**src/design/eqc_pkg.sv**
```systemverilog
// Package with register map, field layout, reset values and states of the equalizer control.
package eqc_pkg;
  // ----------------------------------------------------------------
  // Register map
  // ----------------------------------------------------------------
  localparam logic [7:0] OFS_CTRL = 8'h00;
  localparam logic [7:0] OFS_STATUS = 8'h04;
  localparam logic [7:0] OFS_MASK = 8'h08;
  localparam logic [7:0] OFS_STATE = 8'h0C;
  // ----------------------------------------------------------------
  // Settings byte layout, shared by APB and the management bus
  // ----------------------------------------------------------------
  localparam int BOOST_LSB = 0;
  localparam int BOOST_W = 3;
  localparam int AMP_BIT = 3;
  localparam int SOFT_EN_BIT = 4;
  localparam int THR_LSB = 5;
  localparam int THR_W = 2;
  localparam logic [7:0] CTRL_RST = 8'h10;
  localparam logic [7:0] CTRL_WMASK = 8'h7F;
  // ----------------------------------------------------------------
  // Event bits of status and mask
  // ----------------------------------------------------------------
  localparam int EV_LOST = 0;
  localparam int EV_FOUND = 1;
  localparam int EV_SMB_WR = 2;
  localparam int EV_W = 3;
  // ----------------------------------------------------------------
  // Pin defaults that the pad pulls give an open pin, and bus bit counts
  // ----------------------------------------------------------------
  localparam logic [2:0] BOOST_PIN_RST = 3'h0;
  localparam logic FORCE_PIN_RST = 1'b1;
  localparam logic EN_PIN_RST = 1'b1;
  localparam logic BSEL_PIN_RST = 1'b0;
  localparam logic [3:0] BITS_PER_BYTE = 4'h8;
  localparam logic [3:0] LAST_RD_BIT = 4'h7;
  // ----------------------------------------------------------------
  // Management bus slave states
  // ----------------------------------------------------------------
  typedef enum logic [6:0] {
    SMB_IDLE = 7'h01,
    SMB_ADDR = 7'h02,
    SMB_AACK = 7'h04,
    SMB_WDATA = 7'h08,
    SMB_DACK = 7'h10,
    SMB_RDATA = 7'h20,
    SMB_RACK = 7'h40
  } eqc_smb_st_t;
endpackage : eqc_pkg

```
**src/design/eqc_top.sv**
```systemverilog
// Digital control of a four-channel cable equalizer: boost source, standby, detect, buses.
// Contract
// - Eight boost levels, chosen by a three-bit code from pins or bus.
// - The three code bits together pick one boost for all channels.
// - Open boost pins read low, giving the lowest code.
// - Enable high runs normally while the bus soft enable bit is set; enable low puts the device in standby.
// - An open enable pin reads high, so the device runs.
// - One enable governs standby of all data and clock channels.
// - Force high takes the boost from the pins, ignoring bus value.
// - Force low takes the boost from the bus-programmed value.
// - An open force pin reads high, so pins select boost by default.
// - Signal-present output is high while the clock channel sees a signal and the device is not in standby.
// - Management register reachable only while bus select is high.
// - An open bus select pin reads low, disabling bus access.
// - The detect threshold is programmable over the management bus.
// - The bus controls boost, amplitude, enable and detect threshold.
module eqc_top #(
  parameter logic [6:0] SMB_ADDR = 7'h5A
) (
  input wire logic pclk,
  input wire logic presetn,
  input wire logic psel,
  input wire logic penable,
  input wire logic pwrite,
  input wire logic [7:0] paddr,
  input wire logic [31:0] pwdata,
  output logic [31:0] prdata,
  output logic pready,
  output logic pslverr,
  input wire logic boost_select_bit0,
  input wire logic boost_select_bit1,
  input wire logic boost_select_bit2,
  input wire logic external_boost_force,
  input wire logic enable_in,
  input wire logic bus_select,
  input wire logic bus_clock_in,
  input wire logic bus_data_in,
  output logic bus_data_out,
  output logic bus_data_oe,
  input wire logic clock_detect_raw,
  output logic clock_signal_present,
  output logic [2:0] applied_boost,
  output logic amplitude_sel,
  output logic [1:0] detect_threshold,
  output logic standby,
  output logic irq
);
  // Any slave address is allowed except zero, the general call address.
  if (SMB_ADDR == 7'h00) begin : g_bad_addr
    $error("eqc_top: address zero is the general call address");
  end

  // ----------------------------------------------------------------
  // State
  // ----------------------------------------------------------------
  typedef struct packed {
    logic [2:0] bst_m;
    logic [2:0] bst_s;
    logic frc_m;
    logic frc_s;
    logic en_m;
    logic en_s;
    logic bsel_m;
    logic bsel_s;
    logic scl_m;
    logic scl_s;
    logic scl_p;
    logic sda_m;
    logic sda_s;
    logic sda_p;
    logic det_m;
    logic det_s;
    logic det_p;
    eqc_pkg::eqc_smb_st_t st;
    logic [3:0] cnt;
    logic [7:0] sh;
    logic rw;
    logic [7:0] ctrl;
    logic [eqc_pkg::EV_W-1:0] status;
    logic [eqc_pkg::EV_W-1:0] mask;
    logic [31:0] prdata;
    logic pready;
    logic pslverr;
    logic sda_oe;
    logic sda_out;
    logic present;
    logic [2:0] boost;
    logic amp;
    logic [1:0] thr;
    logic stby;
    logic irq;
  } eqc_state_t;

  eqc_state_t r_ff;
  eqc_state_t nxt_r;
  logic apb_acc;
  logic apb_wr;
  logic apb_rd;
  logic scl_rise;
  logic scl_fall;
  logic smb_start;
  logic smb_stop;
  logic smb_wr;
  logic [eqc_pkg::EV_W-1:0] ev;

  assign apb_acc = psel && penable && !r_ff.pready;
  assign apb_wr = psel && penable && r_ff.pready && pwrite;
  assign apb_rd = apb_acc && !pwrite;
  // Gating by the synced select keeps every bus edge away from an unselected slave.
  assign scl_rise = r_ff.bsel_s && r_ff.scl_s && !r_ff.scl_p;
  assign scl_fall = r_ff.bsel_s && !r_ff.scl_s && r_ff.scl_p;
  assign smb_start = r_ff.bsel_s && r_ff.scl_s && r_ff.scl_p && r_ff.sda_p && !r_ff.sda_s;
  assign smb_stop = r_ff.bsel_s && r_ff.scl_s && r_ff.scl_p && !r_ff.sda_p && r_ff.sda_s;
  assign smb_wr = scl_fall && (r_ff.st == eqc_pkg::SMB_WDATA) &&
                  (r_ff.cnt == eqc_pkg::BITS_PER_BYTE);

  // ----------------------------------------------------------------
  // Next state
  // ----------------------------------------------------------------
  always_comb begin
    nxt_r = r_ff;
    nxt_r.bst_m = {boost_select_bit2, boost_select_bit1, boost_select_bit0};
    nxt_r.bst_s = r_ff.bst_m;
    nxt_r.frc_m = external_boost_force;
    nxt_r.frc_s = r_ff.frc_m;
    nxt_r.en_m = enable_in;
    nxt_r.en_s = r_ff.en_m;
    nxt_r.bsel_m = bus_select;
    nxt_r.bsel_s = r_ff.bsel_m;
    nxt_r.scl_m = bus_clock_in;
    nxt_r.scl_s = r_ff.scl_m;
    nxt_r.scl_p = r_ff.scl_s;
    nxt_r.sda_m = bus_data_in;
    nxt_r.sda_s = r_ff.sda_m;
    nxt_r.sda_p = r_ff.sda_s;
    nxt_r.det_m = clock_detect_raw;
    nxt_r.det_s = r_ff.det_m;
    nxt_r.det_p = r_ff.present;

    // Management bus slave.
    if (!r_ff.bsel_s || smb_stop) begin
      nxt_r.st = eqc_pkg::SMB_IDLE;
      nxt_r.sda_oe = 1'b0;
    end else if (smb_start) begin
      nxt_r.st = eqc_pkg::SMB_ADDR;
      nxt_r.cnt = 4'h0;
      nxt_r.sda_oe = 1'b0;
    end else begin
      case (r_ff.st)
        eqc_pkg::SMB_ADDR, eqc_pkg::SMB_WDATA: begin
          if (scl_rise) begin
            nxt_r.sh = {r_ff.sh[6:0], r_ff.sda_s};
            nxt_r.cnt = r_ff.cnt + 4'h1;
          end else if (scl_fall && r_ff.cnt == eqc_pkg::BITS_PER_BYTE) begin
            nxt_r.cnt = 4'h0;
            if (r_ff.st == eqc_pkg::SMB_WDATA) begin
              nxt_r.st = eqc_pkg::SMB_DACK;
              nxt_r.sda_oe = 1'b1;
            end else if (r_ff.sh[7:1] == SMB_ADDR) begin
              nxt_r.st = eqc_pkg::SMB_AACK;
              nxt_r.rw = r_ff.sh[0];
              nxt_r.sda_oe = 1'b1;
            end else begin
              nxt_r.st = eqc_pkg::SMB_IDLE;
            end
          end
        end
        eqc_pkg::SMB_AACK: begin
          if (scl_fall) begin
            if (r_ff.rw) begin
              nxt_r.st = eqc_pkg::SMB_RDATA;
              nxt_r.sh = r_ff.ctrl;
              nxt_r.sda_oe = !r_ff.ctrl[7];
            end else begin
              nxt_r.st = eqc_pkg::SMB_WDATA;
              nxt_r.sda_oe = 1'b0;
            end
          end
        end
        eqc_pkg::SMB_DACK: begin
          if (scl_fall) begin
            nxt_r.st = eqc_pkg::SMB_WDATA;
            nxt_r.sda_oe = 1'b0;
          end
        end
        eqc_pkg::SMB_RDATA: begin
          if (scl_fall) begin
            if (r_ff.cnt == eqc_pkg::LAST_RD_BIT) begin
              nxt_r.st = eqc_pkg::SMB_RACK;
              nxt_r.cnt = 4'h0;
              nxt_r.sda_oe = 1'b0;
            end else begin
              nxt_r.sh = {r_ff.sh[6:0], 1'b0};
              nxt_r.cnt = r_ff.cnt + 4'h1;
              nxt_r.sda_oe = !r_ff.sh[6];
            end
          end
        end
        eqc_pkg::SMB_RACK: begin
          if (scl_rise && r_ff.sda_s) begin
            nxt_r.st = eqc_pkg::SMB_IDLE;
          end else if (scl_fall) begin
            nxt_r.st = eqc_pkg::SMB_RDATA;
            nxt_r.sh = r_ff.ctrl;
            nxt_r.sda_oe = !r_ff.ctrl[7];
          end
        end
        default: begin
          nxt_r.st = eqc_pkg::SMB_IDLE;
          nxt_r.sda_oe = 1'b0;
        end
      endcase
    end

    // Settings byte: APB wins over a management bus write in the same cycle.
    if (apb_wr && paddr == eqc_pkg::OFS_CTRL) begin
      nxt_r.ctrl = pwdata[7:0] & eqc_pkg::CTRL_WMASK;
    end else if (smb_wr) begin
      nxt_r.ctrl = r_ff.sh & eqc_pkg::CTRL_WMASK;
    end

    // Applied settings.
    nxt_r.boost = r_ff.frc_s ? r_ff.bst_s :
                  r_ff.ctrl[eqc_pkg::BOOST_LSB +: eqc_pkg::BOOST_W];
    nxt_r.amp = r_ff.ctrl[eqc_pkg::AMP_BIT];
    nxt_r.thr = r_ff.ctrl[eqc_pkg::THR_LSB +: eqc_pkg::THR_W];
    nxt_r.stby = !(r_ff.en_s && r_ff.ctrl[eqc_pkg::SOFT_EN_BIT]);
    nxt_r.present = r_ff.det_s && !r_ff.stby;

    // Sticky events; a new event wins over a write-one clear.
    if (apb_wr && paddr == eqc_pkg::OFS_STATUS) begin
      nxt_r.status = r_ff.status & ~pwdata[eqc_pkg::EV_W-1:0];
    end
    nxt_r.status = nxt_r.status | ev;
    if (apb_wr && paddr == eqc_pkg::OFS_MASK) begin
      nxt_r.mask = pwdata[eqc_pkg::EV_W-1:0];
    end
    nxt_r.irq = |(r_ff.status & r_ff.mask);

    // APB slave with one wait state.
    nxt_r.pready = apb_acc;
    nxt_r.pslverr = apb_acc && !(paddr == eqc_pkg::OFS_CTRL || paddr == eqc_pkg::OFS_STATUS ||
                                 paddr == eqc_pkg::OFS_MASK || paddr == eqc_pkg::OFS_STATE);
    nxt_r.prdata = 32'h0000_0000;
    if (apb_rd) begin
      case (paddr)
        eqc_pkg::OFS_CTRL: nxt_r.prdata = {24'h00_0000, r_ff.ctrl};
        eqc_pkg::OFS_STATUS: nxt_r.prdata = {29'h0, r_ff.status};
        eqc_pkg::OFS_MASK: nxt_r.prdata = {29'h0, r_ff.mask};
        eqc_pkg::OFS_STATE: nxt_r.prdata = {21'h00_0000, r_ff.bsel_s, r_ff.en_s, r_ff.frc_s,
                                            r_ff.bst_s, r_ff.stby, r_ff.present, r_ff.boost};
        default: nxt_r.prdata = 32'h0000_0000;
      endcase
    end
  end

  always_comb begin
    ev = '0;
    ev[eqc_pkg::EV_LOST] = r_ff.det_p && !r_ff.present;
    ev[eqc_pkg::EV_FOUND] = !r_ff.det_p && r_ff.present;
    ev[eqc_pkg::EV_SMB_WR] = smb_wr;
  end

  // ----------------------------------------------------------------
  // Registers
  // ----------------------------------------------------------------
  always_ff @(posedge pclk or negedge presetn) begin
    if (!presetn) begin
      r_ff <= '0;
      r_ff.bst_m <= eqc_pkg::BOOST_PIN_RST;
      r_ff.bst_s <= eqc_pkg::BOOST_PIN_RST;
      r_ff.frc_m <= eqc_pkg::FORCE_PIN_RST;
      r_ff.frc_s <= eqc_pkg::FORCE_PIN_RST;
      r_ff.en_m <= eqc_pkg::EN_PIN_RST;
      r_ff.en_s <= eqc_pkg::EN_PIN_RST;
      r_ff.bsel_m <= eqc_pkg::BSEL_PIN_RST;
      r_ff.bsel_s <= eqc_pkg::BSEL_PIN_RST;
      r_ff.scl_m <= 1'b1;
      r_ff.scl_s <= 1'b1;
      r_ff.scl_p <= 1'b1;
      r_ff.sda_m <= 1'b1;
      r_ff.sda_s <= 1'b1;
      r_ff.sda_p <= 1'b1;
      r_ff.st <= eqc_pkg::SMB_IDLE;
      r_ff.ctrl <= eqc_pkg::CTRL_RST;
    end else begin
      r_ff <= nxt_r;
    end
  end

  assign prdata = r_ff.prdata;
  assign pready = r_ff.pready;
  assign pslverr = r_ff.pslverr;
  assign bus_data_out = r_ff.sda_out;
  assign bus_data_oe = r_ff.sda_oe;
  assign clock_signal_present = r_ff.present;
  assign applied_boost = r_ff.boost;
  assign amplitude_sel = r_ff.amp;
  assign detect_threshold = r_ff.thr;
  assign standby = r_ff.stby;
  assign irq = r_ff.irq;
endmodule : eqc_top

```
**config.mk**
```make
export PLATFORM = sky130hd
export DESIGN_NAME = eqc_top
export DESIGN_NICKNAME = d
export VERILOG_FILES = /design/src/design/eqc_pkg.sv /design/src/design/eqc_top.sv
export SDC_FILE = /design/constraint.sdc
export NUM_CORES = 1
export LEC_CHECK = 0
export ABC_AREA = 1
export BUFFER_PORTS_ARGS = -buffer_cell sky130_fd_sc_hd__buf_2
export CORE_ASPECT_RATIO = 0.5
export CORE_MARGIN = 5
export CORE_UTILIZATION = 45
export CTS_BUF_LIST = sky130_fd_sc_hd__clkbuf_2 sky130_fd_sc_hd__clkbuf_4 sky130_fd_sc_hd__clkbuf_8
export DETAILED_ROUTE_END_ITERATION = 7
export PLACE_DENSITY_LB_ADDON = 0.1
export SLEW_MARGIN = 5
export SYNTH_ARGS = -nofsm -noshare
export SYNTH_HDL_FRONTEND = slang
export SYNTH_SLANG_ARGS = --single-unit
export TNS_END_PERCENT = 30
```
**constraint.sdc**
```tcl
create_clock -name pclk -period 3.6 [get_ports pclk]
set_input_delay 0.18 -clock pclk [delete_from_list [all_inputs] [get_ports pclk]]
set_output_delay 0.18 -clock pclk [all_outputs]
set_load 0.02 [all_outputs]
```
; Word-level counts from Yosys, hierarchy flattened
; Index checks and enable logic that the tools add are counted.
; Widths: inputs -> output; s select.
[totals]
wordCells = 173
out_inout_bits = 45
in_bits = 54
register_bits = 99
[op_classes]
mux = 44
n_bitwise = 8
reduce_logical = 55
n_addsub = 1
eq_ne = 31
[op_table]
columns = operator, n
row1 = $mux 8, 8
row2 = $mux 7, 8
row3 = $pmux 11 s4, 1
row4 = $ne 4x4->1 const B, 9
row5 = $pmux 7 s5, 1
row6 = $mux 11, 3
row7 = $pmux 8 s4, 1
row8 = $logic_and 1x1->1, 26
row9 = $mux 19, 1
row10 = $eq 8x4->1 const B, 2
row11 = $eq 7x7->1 const B, 2
row12 = $logic_not 1->1, 14
row13 = $ne 2x2->1 const B, 7
row14 = $reduce_and 7->1, 2
row15 = $mux 1, 13
row16 = $ne 5x5->1 const B, 2
row17 = $reduce_and 10->1, 1
row18 = $mux 3, 3
row19 = $eq 8x3->1 const B, 1
row20 = $logic_not 8->1, 1
row21 = $mux 4, 2
row22 = $pmux 4 s2, 1
row23 = $reduce_and 8->1, 1
row24 = $eq 7x2->1 const B, 1
row25 = 21 further kinds, 28

; Depth between registers and ports, before layout
; Gate-level depths: netlist of run 1.
[depth]
depth_word = 9
ltp_mapped = 11

; Worst setup path before layout of run 1
; No wires, ideal clock.
[synth_path]
path_kind = reg2reg
startpoint = reg r_ff (netlist bit nxt_r[82])
endpoint = reg r_ff (netlist bit bus_data_oe)
path_stages_with_launch = 11
arrival_time_ns = 1.439
path_slack_ns = 2.044
path_buffers = 0
setup_time_ns = 0.117
cell_sequence = dfstp_2 -> inv_1 -> nand2_1 -> inv_1 -> nand2_2 -> inv_2 -> nor2_1 -> inv_2 -> o21bai_1 -> nand3_1 -> nand2_1
[synth_via]
elab_chain_len = 4
elab_cells_between_ends = 16
[synth_lines]
columns = item, line
row1 = from (decl), eqc_top.sv:94  ; eqc_state_t r_ff;
row2 = from (signal assigned), eqc_top.sv:287  ; r_ff <= nxt_r;
row3 = $logic_not 1->1 / $logic_and 1x1->1 (equally long branches), "eqc_top.sv:112, eqc_top.sv:113"
row4 = $logic_and 1x1->1 / $logic_or 1x1->1 (equally long branches), "eqc_top.sv:112, eqc_top.sv:141"
row5 = $ne 5x5->1 (no line) (tied with other cells), -
row6 = $reduce_and 8->1 (no line) / $mux 1 (equally long branches), -
; Several ways; a longest one is shown, not always the timed one.
; A chain may end at the register's enable or synchronous reset.

; Worst setup path after layout of run 1
[layout_path]
startpoint = reg r_ff (netlist bit nxt_r[82])
endpoint = reg r_ff[77] (netlist name)
[layout_via]
elab_chain_len = 5
elab_cells_between_ends = 17
[layout_lines]
columns = item, line
row1 = $logic_and 1x1->1, eqc_top.sv:200  ; if (scl_rise && r_ff.sda_s) begin
row2 = $mux 7, eqc_top.sv:200
row3 = $pmux 7 s5, eqc_top.sv:149  ; case (r_ff.st)
row4 = $mux 11, eqc_top.sv:144  ; end else if (smb_start) begin
row5 = $mux 7, eqc_top.sv:141  ; if (!r_ff.bsel_s || smb_stop) begin
; Several ways; a longest one is shown, not always the timed one.

==> run_results.csv, run 1 <==
group,metric,value,unit
outcome,outcome,"complete, but fails checks",
outcome,violations,"hold timing",
cts,clockBufferDepth,2,
die,rows,24,
die,die_w,143,um
yosys,ys_seq_area_share,48.7,%
cts,h-tree-depth,3,
yosys,synth_xor_area_share,0.439,%
die,die_area,11000,sq um
cells_and_area,insertedDiodeCount,0,
pwr,power_density,403,nW/um^2
worst_setup_path,crit_fanout,8,
yosys,synth_top_family_by_area,"simple AND/OR/NAND/NOR gates",
placement,portBuffers,51,
worst_setup_path,cp-start-kind,"flip-flop",
worst_setup_path,cp_cell_sequence,"inv_1 -> nand2_1 -> inv_1 -> nand2_2 -> inv_2 -> nor2_1 -> nand2_2 -> nand2_2 -> nand2_1 -> nand2_1",
timing,setup_tns,0,ns
grt,grt_max_degree,78,
yosys,syn_avg_cell_area,8.23,sq um
drt,drt_iter0_drc,192,
worst_setup_path,critPathKind,"flip-flop to flip-flop",
cts,cts.sinks,77,
die,coreArea,8680,sq um
worst_setup_path,max_stage_delay,0.55,ns
timing,relSlewSlack,35.9,%
cells_and_area,drive_above_1_share,22.0,%
yosys,yosys.area_share.simple,30.2,%
drt,dr.pass1.iters,4,
timing,worstMarginPinSlew,0.961,ns
placement,dp_hpwl,6140,um
drt,ant_nets,0,
grt,grt-ovfl-total,0,
grt,grt_pass1_vias,2923,
drt,drc,0,
worst_setup_path,critPathBufInv,3,
grt,grt_pass1_wl,14100,um
worst_setup_path,cp.arrival,2.10,ns
die,start_util,46.0,%
worst_setup_path,reg2reg_slack,1.80,ns
timing,setup_viol,0,
cts,cts_buffers,9,
worst_setup_path,critPathSlowestCell,"dfstp_2",
timing,maxClockFrequency,0.557,GHz
cts,cts_root_buffer,"clkbuf_8",
flow_run,cap_violations,0,
die,die_h,76.6,um
worst_setup_path,worst-path-stages,10,
yosys,yosys_register_bits,77,
yosys,synth_top_area_share,40.8,%
worst_setup_path,reg2regPathDepth,10,
yosys,synthAdderAreaFrac,0.627,%
placement,dp.cells,633,
worst_setup_path,crit_start,"nxt_r[82]$_DFF_PN1_",
grt,track_usage,16.3,%
yosys,syn_inst,485,
placement,dpl_cell_area,4160,sq um
worst_setup_path,critPathCaptureType,"flip-flop",
timing,fin_skew,0.00885,ns
cells_and_area,fin_area,4500,sq um
worst_setup_path,critPathRequiredTime,3.90,ns
yosys,ys_warn_count,0,
min_path,hp-class,"input pin to asynchronous set/reset pin",
timing,rsz0062_at_grt,"false",
drt,wl_per_cell,12.6,um
timing,period_share,49.9,%
worst_setup_path,r2r_start,"nxt_r[82]$_DFF_PN1_",
cts,worst_setup_hold_path_clk_slew,0.08,ns
cells_and_area,area_growth,12.7,%
cells_and_area,nFillCells,849,
yosys,synth_compound_area_share,6.74,%
grt,antenna_found_initial,0,
yosys,yosys-top-cells-area,"dfrtp_1 41%, nand2_1 12%, dfstp_2 7.9%",
cells_and_area,fin_util,51.8,%
cts,cts_tree,"done",
timing,finalMaxSlewViolations,0,
placement,gp_congestion,0.886,
drt,wirelength,8270,um
worst_setup_path,cp_top_family,"simple AND/OR/NAND/NOR gates",
pwr,p_leak,0.00231,uW
cts,clk_latency,0.36,ns
drt,viasPerCell,4.59,
die,ios,99,
timing,finalCriticalPeriod,1.80,ns
timing,hold_viol_final,45,
yosys,synth_area,3990,sq um
pwr,vdd_drop_max,0.185,mV
timing,holdWs,-0.0276,ns
yosys,synth.largest_area_cell,"dfrtp_1",
cells_and_area,final_cells,658,
yosys,ys_types,31,
cells_and_area,nNetsFinal,592,
drt,vias,3022,
yosys,synthMuxAreaShare,0,%
[sequential cells by signal, indices dropped and copies added (netlist names)]
name,flops
standby,1
pready,1
nxt_r,14
clock_signal_present,1
pslverr,1
detect_threshold,2
irq,1
bus_data_oe,1
prdata,11
amplitude_sel,1
r_ff,40
applied_boost,3
[final timing paths]
check / to
worst min-delay path: r_ff[74]$_DFFE_PN0P_
worst min register to register: r_ff[95]$_DFF_PN0_
worst max-delay path: r_ff[77]$_DFFE_PN0P_
max in group asynchronous: pslverr$_DFF_PN0_
min in group pclk: nxt_r[2]$_DFFE_PN0P_
worst max register to register: r_ff[77]$_DFFE_PN0P_
[per-layer routing]
metal  GRT usage [%]  vias to the layer above  part of all wire, %
met5               0                        -                    0
met4            4.84                        0                  1.3
met3            4.76                        9                  6.5
met2            25.3                       69                   45
met1            22.2                     1387                   47
li1                -                     1557                    -
[kinds of logic (layout without fill, tap and decap cells)]
family,after synthesis,in the layout
other cells,1,22
flops,77,77
buf+inv,99,134
xor+xnor,2,2
simple gates,254,254
compound gates,50,50
fa+ha+maj,2,2
[area by class of cell]
class                      instances  area, sq um  area share, %
timing repair buffer              60          348           7.73
inverter                          58          218           4.84
sequential                        77         1940           43.2
multi-input combinational        330         1600           35.5
tap                              117          146           3.25
clock inverter                     5          108           2.39
clock buffer                      11          139           3.09
[what timing repair did]
item	4_1_cts	5_1_grt
gates resized for setup	0	0
hold buffers	9	0
endpoints found under the hold margin	9	0
buffers inserted	0	0
[per-stage QoR]
stage | power, uW | worst slack [ns]
after floorplan | 993 | 2.04
after global placement | 1020 | 1.81
after detailed placement | 1020 | 1.79
after CTS | 1840 | 1.78
after global routing | 1900 | 1.57
final | 1810 | 1.80
[layout by cell type, fill, tap and decap left out, types with 9 or more instances in the layout]
cell / count
nand2_1: 127
dfrtp_1: 65
inv_1: 51
buf_2: 50
nor2_1: 46
nand3_1: 37
o21ai_0: 33
conb_1: 22
dfstp_2: 12
nor2_2: 9
clkbuf_8: 9
dlygate4sd3_1: 9
[Yosys cell counts]
cell type	number
nor2_4	4
nand2_1	127
ha_1	2
o211ai_1	1
or2_0	1
nor2_8	3
inv_1	51
xnor2_1	1
nand2_4	5
nand4_1	2
nand3b_1	1
dfstp_2	12
dfrtp_1	65
nand3_1	37
o21bai_1	2
nor2_1	46
buf_6	2
xor2_1	1
clkbuf_1	1
o21ai_0	33
nand3_2	2
nor3_1	8
conb_1	1
nor3_4	1
buf_4	38
nor2_2	9
a21oi_4	1
inv_2	7
o21ai_1	8
a21oi_1	5
nand2_2	8
[where the power goes]
group	leakage [uW]	total [uW]	switching, uW	internal, uW
Clock	0.000125	804	324	480
Sequential	0.000940	900	11.5	888
Combinational	0.00125	111	78.4	32.4
Total	0.00231	1810	414	1400
No activity file was read; power rests on OpenSTA's default activity.
==> inputs of run 2 (changes only) <==
- clock period: 3.6 -> 1.75 ns (I/O delays scaled with it)
==> run 2 against run 1 <==
The flow now finishes without violations. Wire length is 2.6% higher. Clock skew is 0.0017 ns lower. Total power is 92% higher. Final cell count is 3.8% higher. Critical path depth is 1 higher. Sequential cell count stayed put. Sequential share of layout area is 2.8 points lower. Sequential power is 110% higher. Register-to-register slack worse by 1.7 ns. Utilization is 3.7 points higher. Highest routed layer unchanged.
==> run_results.csv, run 2 (synthesis results as in run 1) <==
group,metric,value,unit
cells_and_area,insertedDiodeCount,0,
pwr,power_density,724,nW/um^2
grt,track_usage,16.3,%
cells_and_area,nNetsFinal,617,
worst_setup_path,critPathBufInv,2,
timing,rsz0062_at_grt,"true",
timing,hold_viol_final,0,
cells_and_area,layout_common_cells,"119 x nand2_1, 62 x dfrtp_1, 50 x buf_2",
die,die_h,76.6,um
drt,drt_iter0_drc,160,
worst_setup_path,critPathRequiredTime,1.99,ns
timing,fin_skew,0.00720,ns
drt,viasPerCell,4.63,
drt,ant_nets,0,
cts,cts_tree,"done",
worst_setup_path,critPathKind,"flip-flop to flip-flop",
placement,dpl_cell_area,4260,sq um
cells_and_area,nFillCells,837,
cells_and_area,final_common_cell,"nand2_1",
grt,grt_pass1_vias,3073,
worst_setup_path,reg2reg_slack,0.07,ns
worst_setup_path,cp.arrival,1.92,ns
timing,finalCriticalPeriod,1.68,ns
cells_and_area,final_cells,683,
cts,cts_buffers,9,
cts,worst_setup_hold_path_clk_slew,0.08,ns
worst_setup_path,cp_cell_sequence,"nor2_4 -> nand2_4 -> nor2_4 -> nand2_1 -> nand2_1 -> inv_1 -> nand2_4 -> nor2_8 -> buf_12 -> nand3_1 -> nand2_1",
worst_setup_path,r2r_start,"r_ff[75]$_DFFE_PN0P_",
worst_setup_path,max_stage_delay,0.45,ns
placement,dp_hpwl,6310,um
die,start_util,46.0,%
grt,antenna_found_initial,0,
min_path,hp-class,"input pin to flip-flop",
drt,vias,3161,
die,coreArea,8680,sq um
worst_setup_path,critPathSlowestCell,"dfrtp_1",
flow_run,cap_violations,0,
placement,gp_congestion,0.887,
drt,drc,0,
min_path,whs_endpoint,"pslverr$_DFF_PN0_",
grt,grt_pass1_wl,14300,um
worst_setup_path,crit_fanout,8,
worst_setup_path,cp_top_family,"simple AND/OR/NAND/NOR gates",
die,die_w,143,um
worst_setup_path,reg2regPathDepth,11,
cells_and_area,drive_above_1_share,27.6,%
timing,maxClockFrequency,0.595,GHz
die,rows,24,
min_path,hp-start,"psel",
placement,preCtsSetupSlack,0.0219,ns
worst_setup_path,critPathCaptureType,"flip-flop",
timing,finalMaxSlewViolations,0,
pwr,vdd_drop_max,0.374,mV
timing,period_share,96.1,%
cts,h-tree-depth,3,
die,ios,99,
cells_and_area,largest_reg_flops,40,
pwr,p_leak,0.00245,uW
placement,dp.cells,642,
worst_setup_path,worst_r2r_endpoint,"r_ff[65]$_DFFE_PN0P_",
cells_and_area,fin_area,4820,sq um
outcome,outcome,"completed",
placement,portBuffers,51,
timing,setup_viol,0,
die,die_area,11000,sq um
cts,cts.sinks,77,
grt,grt_max_degree,40,
min_path,hold_depth,3,
grt,grt-ovfl-total,0,
cts,clockBufferDepth,2,
cts,clk_latency,0.35,ns
drt,dr.pass1.iters,4,
cells_and_area,largest_register,"r_ff",
drt,wirelength,8480,um
cells_and_area,area_growth,20.7,%
worst_setup_path,cp_common_cell,"nand2_1",
worst_setup_path,cp-start-kind,"flip-flop",
cts,cts_root_buffer,"clkbuf_8",
drt,wl_per_cell,12.4,um
timing,finalWorstSetupSlack,0.0679,ns
run 2: through the flow:
stage	power (uW)	utilization [%]	hold slack (ns)	TNS (ns)
after CTS	3540	53.5	0.00296	0
after floorplan	2040	-	-0.208	0
after detailed placement	2110	49.0	0.0827	0
after global placement	2110	49.0	0.0783	0
after global routing	3670	55.5	0.0308	-0.111
final	3490	55.5	0.0260	0
run 2: what timing repair did:
action                                  in CTS  in global routing
hold endpoints to repair                    44                  0
resized for setup                            0                 32
setup buffers                                0                  7
endpoints found under the setup margin       0                 24
hold buffers                                18                  0
run 2: cell type report:
cell class              instances  area (sq um)  share of cell area [%]
repair buffers                 85           608                    12.6
multi-input cells             330          1690                    35.2
well taps                     117           146                    3.04
flip-flops and latches         77          1950                    40.4
clock inverters                 3          46.3                   0.961
clock buffers                  13           160                    3.32
inverters                      58           218                    4.52
run 2: power by group:
group	leakage, uW	switching [uW]	internal [uW]
sequential	0.000935	25.8	1830
clock	0.000104	626	749
combinational	0.00141	170	91.8
total	0.00245	821	2670
run 2: worst max path at each step:
stage,from,end,slack [ns],cells after the start
after floorplan,nxt_r[82]$_DFF_PN1_,bus_data_oe$_DFFE_PN0P_,0.19,10
after global placement,r_ff[73]$_DFFE_PN0P_,r_ff[52]$_DFFE_PN0P_,0.02,8
after detailed placement,r_ff[73]$_DFFE_PN0P_,r_ff[52]$_DFFE_PN0P_,0.02,8
after CTS,nxt_r[82]$_DFF_PN1_,r_ff[73]$_DFFE_PN0P_,0.01,10
after global routing,nxt_r[85]$_DFF_PN1_,r_ff[77]$_DFFE_PN0P_,-0.02,9
final,r_ff[75]$_DFFE_PN0P_,r_ff[65]$_DFFE_PN0P_,0.07,11
run 2: worst reg2reg max path: stages (launching register included):
cell     delay [ns]
dfrtp_1        0.45
nor2_4         0.17
nand2_4        0.10
nor2_4         0.21
nand2_1        0.10
nand2_1        0.08
inv_1          0.07
nand2_4        0.09
nor2_8         0.05
buf_12         0.13
nand3_1        0.07
nand2_1        0.06
run 2: layer usage:
metal | GRT usage [%] | vias to the layer above | part of all wire, %
met2 | 25.4 | 80 | 45
li1 | - | 1612 | -
met5 | 0 | - | 0
met4 | 6.26 | 0 | 2.1
met1 | 21.4 | 1453 | 47
met3 | 4.70 | 16 | 6.2
